File: config.mk
export PLATFORM = sky130hd
export DESIGN_NAME = lcrc_bank
export DESIGN_NICKNAME = d
export VERILOG_FILES = /design/src/core/lcrc_pkg.sv /design/src/core/lcrc_bank.sv
export SDC_FILE = /design/constraint.sdc
export NUM_CORES = 1
export LEC_CHECK = 0
export ABC_AREA = 1
export ABC_CLOCK_PERIOD_IN_PS = 5400
export BUFFER_PORTS_ARGS = -buffer_cell sky130_fd_sc_hd__buf_2
export CORE_MARGIN = 1
export CORE_UTILIZATION = 48
export CTS_CLUSTER_DIAMETER = 120
export DETAILED_ROUTE_END_ITERATION = 6
export PLACE_DENSITY = 0.83
export SLEW_MARGIN = 0
export SYNTH_ARGS = -nofsm -noshare
export SYNTH_HDL_FRONTEND = slang
export SYNTH_SLANG_ARGS = --single-unit
export TNS_END_PERCENT = 20
File: constraint.sdc
create_clock -name ref_clk -period 5.4 [get_ports ref_clk]
set_input_delay 0.81 -clock ref_clk [delete_from_list [all_inputs] [get_ports ref_clk]]
set_output_delay 0.81 -clock ref_clk [all_outputs]
set_load 0.05 [all_outputs]
File: src/core/lcrc_pkg.sv
// package: command codes, field layouts and timing for the loop and regulator config bank
package lcrc_pkg;
	localparam logic [7:0] LCRC_CMD_LOOP_COMP = 8'hB1;
	localparam logic [7:0] LCRC_CMD_POWER_STAGE = 8'hB5;
	localparam int LCRC_COMP_BYTES = 5;
	localparam int LCRC_STAGE_BYTES = 1;
	// compensation word field positions
	localparam int CZI_LO_MSB = 39;
	localparam int CZI_LO_LSB = 38;
	localparam int CPI_MSB = 37;
	localparam int CPI_LSB = 33;
	localparam int CZI_MUL_BIT = 32;
	localparam int RVI_MSB = 31;
	localparam int RVI_LSB = 26;
	localparam int CZI_HI_MSB = 25;
	localparam int CZI_HI_LSB = 24;
	localparam int CZV_LO_MSB = 23;
	localparam int CZV_LO_LSB = 22;
	localparam int CPV_MSB = 21;
	localparam int CPV_LSB = 17;
	localparam int RVV_MSB = 15;
	localparam int RVV_LSB = 10;
	localparam int CZV_HI_MSB = 9;
	localparam int CZV_HI_LSB = 8;
	localparam int GMV_MSB = 5;
	localparam int GMV_LSB = 4;
	localparam int GMI_MSB = 1;
	localparam int GMI_LSB = 0;
	// reserved bits of the compensation word, kept as written
	localparam logic [39:0] LCRC_COMP_RSVD_MASK = 40'h00_0001_00CC;
	// power stage field
	localparam int LVL_MSB = 7;
	localparam int LVL_LSB = 4;
	localparam logic [3:0] LCRC_LVL_MIN = 4'h3;
	localparam logic [3:0] LCRC_LVL_MAX = 4'hA;
	// settle time for a power stage write
	localparam int LCRC_STAGE_MAX_US = 1000;
	localparam int LCRC_CLK_MHZ = 20;
	localparam int LCRC_STAGE_CYCLES = LCRC_STAGE_MAX_US * LCRC_CLK_MHZ;
	localparam logic [3:0] LCRC_RST_NIB = 4'h0;

	typedef struct packed {
		logic [3:0] current_integ_cap_code;
		logic [4:0] current_filter_cap_code;
		logic current_integ_cap_doubler;
		logic [5:0] current_gain_res_code;
		logic [3:0] voltage_integ_cap_code;
		logic [4:0] voltage_filter_cap_code;
		logic [5:0] voltage_gain_res_code;
		logic [1:0] voltage_transcond_code;
		logic [1:0] current_transcond_code;
	} lcrc_loop_codes_t;
endpackage

File: src/core/lcrc_bank.sv
// register bank for loop compensation codes and internal regulator level
`timescale 1ns/1ns
// How it works
// - loop word uses five-byte block transfers
// - conversion off: written codes reach loop at once
// - conversion on: store write, hold loop codes
// - current integ cap: low 39:38, high 25:24
// - current filter cap code at 37:33
// - bit 32 doubles current integ cap
// - current gain resistor code at 31:26
// - voltage integ cap: low 23:22, high 9:8
// - voltage filter cap code at 21:17
// - voltage gain resistor code at 15:10
// - transconductance codes at 5:4 and 1:0
// - loop word default from nvm or straps
// - power stage uses one-byte block transfers
// - power stage applies within one millisecond
// - bits 7:4 pick regulator level 0h..Fh; codes outside 3h..Ah are flagged
// - power stage bits 3:0 read zero
module lcrc_bank import lcrc_pkg::*; #(
	parameter int STAGE_CYCLES = LCRC_STAGE_CYCLES
) (
	// clock and reset
	input wire logic ref_clk,
	input wire logic nrst,
	// block command port from the bus engine
	input wire logic cmd_wr_stb,
	input wire logic cmd_rd_stb,
	input wire logic [7:0] cmd_code,
	input wire logic [3:0] cmd_byte_count,
	input wire logic [39:0] cmd_wr_data,
	output logic [39:0] cmd_rd_data,
	output logic [3:0] cmd_rd_count,
	output logic cmd_ack,
	output logic cmd_invalid,
	// default load from nonvolatile store or strap detect, and restore
	input wire logic [39:0] comp_default,
	input wire logic [7:0] stage_default,
	input wire logic load_defaults,
	// converter state, from another clock domain
	input wire logic conversion_enable,
	// loop and regulator outputs
	output lcrc_loop_codes_t loop_codes,
	output logic [3:0] regulator_level_code,
	output logic level_invalid,
	output logic stage_busy
);
	logic rst_meta_reg, rst_sync_reg;
	logic conv_meta_reg, conv_reg;
	logic [39:0] comp_reg, comp_next;
	logic [3:0] lvl_reg, lvl_next;
	lcrc_loop_codes_t live_reg, live_next;
	logic [3:0] live_lvl_reg, live_lvl_next;
	logic lvl_bad_reg, lvl_bad_next;
	logic [39:0] rd_reg, rd_next;
	logic [3:0] rdc_reg, rdc_next;
	logic ack_reg, ack_next;
	logic inv_reg, inv_next;
	logic [31:0] busy_cnt_reg, busy_cnt_next;
	logic busy_reg, busy_next;
	logic boot_reg, boot_next;

	function automatic lcrc_loop_codes_t unpack_comp(input logic [39:0] w);
		lcrc_loop_codes_t c;
		c.current_integ_cap_code = {w[CZI_HI_MSB:CZI_HI_LSB], w[CZI_LO_MSB:CZI_LO_LSB]};
		c.current_filter_cap_code = w[CPI_MSB:CPI_LSB];
		c.current_integ_cap_doubler = w[CZI_MUL_BIT];
		c.current_gain_res_code = w[RVI_MSB:RVI_LSB];
		c.voltage_integ_cap_code = {w[CZV_HI_MSB:CZV_HI_LSB], w[CZV_LO_MSB:CZV_LO_LSB]};
		c.voltage_filter_cap_code = w[CPV_MSB:CPV_LSB];
		c.voltage_gain_res_code = w[RVV_MSB:RVV_LSB];
		c.voltage_transcond_code = w[GMV_MSB:GMV_LSB];
		c.current_transcond_code = w[GMI_MSB:GMI_LSB];
		return c;
	endfunction

	// reset release and enable synchronisers
	always_ff @(posedge ref_clk or negedge nrst) begin
		if (!nrst) begin
			rst_meta_reg <= 1'b0;
			rst_sync_reg <= 1'b0;
		end else begin
			rst_meta_reg <= 1'b1;
			rst_sync_reg <= rst_meta_reg;
		end
	end

	always_ff @(posedge ref_clk or negedge rst_sync_reg) begin
		if (!rst_sync_reg) begin
			conv_meta_reg <= 1'b0;
			conv_reg <= 1'b0;
		end else begin
			conv_meta_reg <= conversion_enable;
			conv_reg <= conv_meta_reg;
		end
	end

	always_comb begin
		comp_next = comp_reg;
		lvl_next = lvl_reg;
		live_next = live_reg;
		live_lvl_next = live_lvl_reg;
		rd_next = rd_reg;
		rdc_next = rdc_reg;
		ack_next = 1'b0;
		inv_next = 1'b0;
		busy_cnt_next = busy_cnt_reg;
		busy_next = busy_reg;
		boot_next = 1'b0;
		if (busy_cnt_reg != 32'h0000_0000) begin
			busy_cnt_next = busy_cnt_reg - 32'h0000_0001;
		end else begin
			busy_next = 1'b0;
		end
		// defaults come from the store, at first release and on restore
		if (boot_reg || load_defaults) begin
			comp_next = comp_default;
			lvl_next = stage_default[LVL_MSB:LVL_LSB];
			live_next = unpack_comp(comp_default);
			live_lvl_next = stage_default[LVL_MSB:LVL_LSB];
		end else if (cmd_wr_stb) begin
			ack_next = 1'b1;
			if (cmd_code == LCRC_CMD_LOOP_COMP &&
				cmd_byte_count == 4'(LCRC_COMP_BYTES)) begin
				// reserved bits are stored as sent; host keeps them zero
				comp_next = cmd_wr_data;
				if (!conv_reg) begin
					live_next = unpack_comp(cmd_wr_data);
				end
				// while converting the live codes stay put
			end else if (cmd_code == LCRC_CMD_POWER_STAGE &&
				cmd_byte_count == 4'(LCRC_STAGE_BYTES)) begin
				lvl_next = cmd_wr_data[LVL_MSB:LVL_LSB];
				live_lvl_next = cmd_wr_data[LVL_MSB:LVL_LSB];
				busy_next = 1'b1;
				busy_cnt_next = 32'(STAGE_CYCLES - 1);
			end else begin
				inv_next = 1'b1;
			end
		end else if (cmd_rd_stb) begin
			ack_next = 1'b1;
			if (cmd_code == LCRC_CMD_LOOP_COMP) begin
				rd_next = comp_reg;
				rdc_next = 4'(LCRC_COMP_BYTES);
			end else if (cmd_code == LCRC_CMD_POWER_STAGE) begin
				rd_next = {32'h0000_0000, lvl_reg, LCRC_RST_NIB};
				rdc_next = 4'(LCRC_STAGE_BYTES);
			end else begin
				rd_next = 40'h00_0000_0000;
				rdc_next = 4'h0;
				inv_next = 1'b1;
			end
		end
		// codes outside the valid window are flagged, not masked
		lvl_bad_next = (live_lvl_next < LCRC_LVL_MIN) || (live_lvl_next > LCRC_LVL_MAX);
	end

	always_ff @(posedge ref_clk or negedge rst_sync_reg) begin
		if (!rst_sync_reg) begin
			comp_reg <= 40'h00_0000_0000;
			lvl_reg <= 4'h0;
			live_reg <= '0;
			live_lvl_reg <= 4'h0;
			lvl_bad_reg <= 1'b1;
			rd_reg <= 40'h00_0000_0000;
			rdc_reg <= 4'h0;
			ack_reg <= 1'b0;
			inv_reg <= 1'b0;
			busy_cnt_reg <= 32'h0000_0000;
			busy_reg <= 1'b0;
			boot_reg <= 1'b1;
		end else begin
			comp_reg <= comp_next;
			lvl_reg <= lvl_next;
			live_reg <= live_next;
			live_lvl_reg <= live_lvl_next;
			lvl_bad_reg <= lvl_bad_next;
			rd_reg <= rd_next;
			rdc_reg <= rdc_next;
			ack_reg <= ack_next;
			inv_reg <= inv_next;
			busy_cnt_reg <= busy_cnt_next;
			busy_reg <= busy_next;
			boot_reg <= boot_next;
		end
	end

	assign cmd_rd_data = rd_reg;
	assign cmd_rd_count = rdc_reg;
	assign cmd_ack = ack_reg;
	assign cmd_invalid = inv_reg;
	assign loop_codes = live_reg;
	assign regulator_level_code = live_lvl_reg;
	assign level_invalid = lvl_bad_reg;
	assign stage_busy = busy_reg;
endmodule

==> flow_summary.yaml <==
synth:
  syn_inst: 940
  synth_area_um2: 7580
  syn_avg_cell_area_um2: 8.07
  seq_area_frac_synth: 0.548
  yosys.area.top_type: "dfrtp_1"
  yosysUniqueCellTypes: 37
  synth-seq-cells: 166
  ys_top_cells_by_area: "dfrtp_1, nand2_1, o21ai_0"
  synth_top_area_frac: 0.541
  yosys_warnings: 0
cells_and_area:
  diodes: 0
  area_growth_pct: 22.4
  final_cell_mix: "nand2_1, buf_2, dfrtp_1"
  fin_area_um2: 9280
  final_common_cell: "nand2_1"
  fin_util: 0.606
  final_cells: 1339
  nNetsFinal: 1223
  final_layout_size_suffix_gt1_frac: 0.215
die:
  die_h_um: 128
  io_pins: 193
  fp.dieW_um: 128
  start_util: 0.495
  core_area_um2: 15300
  die-area_um2: 16300
  num_rows: 45
timing:
  finalSetupViolations: 0
  layout_setup_ws_ps: 2620
  period_needed_ps: 2780
  drv_slew: 0
  finalSetupTns_ps: 0
  slew_headroom: 0.336
  rsz0062_at_grt: "no"
  skew_ps: 10.2
  finalCritPeriodShare: 0.515
  max_freq_mhz: 360
  worst_slew_pin_slew_ps: 995
  hold_viol_final: 0
pwr:
  netSwitchingFraction: 0.287
  p_sw_uw: 887
  pwr-share-clk: 0.416
  powerDensity_nw_per_um2: 333
  combPwrFrac: 0.135
  seqPwrFrac: 0.449
  p_leak_uw: 0.00491
  intPower_uw: 2210
  vdd_drop_max_mv: 0.234
worst_setup_path:
  cp-end-kind: "flip-flop"
  start_kind: "primary input"
  cp_top_family: "buffers and inverters"
  cp_cell_sequence: "buf_2 -> nor2_4 -> buf_4 -> nand2_4 -> nor2_4 -> inv_2 -> nor2_4 -> inv_2 -> o21ai_0"
  path_buf_inv: 4
  r2r_start: "boot_reg$_DFF_PN1_"
  critical_path_class: "in2reg"
  rr_worst_depth: 8
  crit_fanout: 45
  crit_top_cell: "nor2_4"
  critPathSlowestCell: "buf_4"
  crit_path_max_incr_delay_ps: 450
  required_ps: 5730
  crit_arrival_ps: 3110
  r2r_end: "cmd_rd_data[21]$_DFFE_PN0P_"
  r2r_slack_ps: 2650
min_path:
  min_path_type: "in2async"
grt:
  antenna_found_initial: 1
  track_usage: 0.244
  grt_pass1_vias: 6291
  grt_max_degree: 93
  grt_overflow_total: 0
  grt_first_pass_wirelength_mm: 30.7
route:
  drtAntennaViolNets: 0
  dr.pass1.iters: 5
  vias: 6639
  drc: 0
  wl_mm: 18.7
  vias_per_cell: 4.96
  routed_wire_length_per_instance_um: 14.0
  drt-initial-drc-count: 462
cts:
  cts_max_level: 4
  cts.sinks: 166
  postCtsHoldBufs: 0
  cts_tree: "yes"
  clockBufferDepth: 2
  clk_pin_slew_ps: 60
  post_cts_buffers: 0
  insertion_delay_ps: 430
  clock-root-buffer: "clkbuf_16"
  cts_buffers: 17
  post_cts_resized: 0
place:
  place_congestion: 0.900
  numPortBuffers: 186
  dp.cells: 1307
  place_hpwl_mm: 13.1
  pre_cts_ws_ps: 2120
  place_area_um2: 8660
run:
  drv_cap: 0
run_status:
  status: "finished clean"
[cell usage after synthesis]
master,instances
o21ai_4,1
nand2_4,1
ha_1,2
nor2_4,3
a21o_1,1
nor3_1,14
nor2_1,80
a31oi_1,7
inv_1,102
nor3b_2,1
buf_2,10
nor2_2,2
and2_1,2
nand4_1,9
or2_2,2
nand3b_1,1
inv_2,4
dfrtp_1,164
a21oi_1,4
buf_1,1
xor2_1,5
o211ai_1,8
buf_4,7
nand2_1,329
nand3_1,33
xnor2_1,15
o21ai_0,95
nand2_2,1
nor3_2,1
o31ai_1,1
dfstp_2,2
clkbuf_1,15
conb_1,2
clkbuf_2,4
a22oi_1,2
o21ai_1,8
a211oi_1,1
[stage by stage]
step / hold slack, ps / total power (uW)
2_1_floorplan: 331 / 1700
3_3_place_gp: 338 / 1820
3_5_place_dp: 342 / 1830
4_1_cts: 145 / 3110
5_1_grt: 148 / 3220
6_report: 161 / 3090
[worst register-to-register path: cells and delay by family (launching register included)]
kind | cells | cell delay, ps
simple gates | 4 | 440
flops | 1 | 540
compound gates | 1 | 200
buf+inv | 3 | 1420
[metal layers]
metal | vias up | global-route usage | share of wire
met2 | 196 | 0.394 | 0.48
met5 | - | 0 | 0.00053
met4 | 2 | 0.0941 | 0.023
met3 | 35 | 0.0634 | 0.060
met1 | 3135 | 0.316 | 0.44
li1 | 3271 | - | -
[area by class of cell]
| cell class | instances | area [um^2] |
|---|---|---|
| Inverter | 106 | 398 |
| Multi-Input combinational cell | 633 | 2850 |
| Clock inverter | 14 | 184 |
| Sequential cell | 166 | 4160 |
| Fill cell | 1352 | 6030 |
| Clock buffer | 18 | 439 |
| Tap cell | 211 | 264 |
| Timing Repair Buffer | 191 | 981 |
[how the worst max path moves through the flow]
stage                                   to  slack [ps]  depth (start not counted)                   start
5_1_grt         cmd_rd_data[9]$_DFFE_PN0P_        2400                          9           load_defaults
2_1_floorplan    busy_cnt_reg[0]$_DFF_PN0_         440                          0  rst_sync_reg$_DFF_PN0_
3_3_place_gp   cmd_rd_data[24]$_DFFE_PN0P_        2230                          9           load_defaults
4_1_cts        cmd_rd_data[24]$_DFFE_PN0P_        2580                          9           load_defaults
6_report       cmd_rd_data[21]$_DFFE_PN0P_        2620                          9           load_defaults
3_5_place_dp   cmd_rd_data[18]$_DFFE_PN0P_        2120                          9           load_defaults
[cell families (layout without fill, tap and decap cells)]
logic type	count (synthesis)	after routing	share of synthesized area
simple gates	479	479	0.257
flops	166	166	0.548
buf+inv	143	329	0.0766
compound gates	128	128	0.0914
xor+xnor	20	20	0.0231
fa+ha+maj	2	2	0.00330
other cells	2	4	0.000990
[power by group through the flow]
stage	combinational, uW	sequential [uW]	clock (uW)
6_report	419	1390	1290
2_1_floorplan	169	1530	0
3_5_place_dp	419	1410	0
3_3_place_gp	409	1410	0
4_1_cts	422	1390	1300
5_1_grt	463	1400	1360
Power figures use the tool's default switching activity.
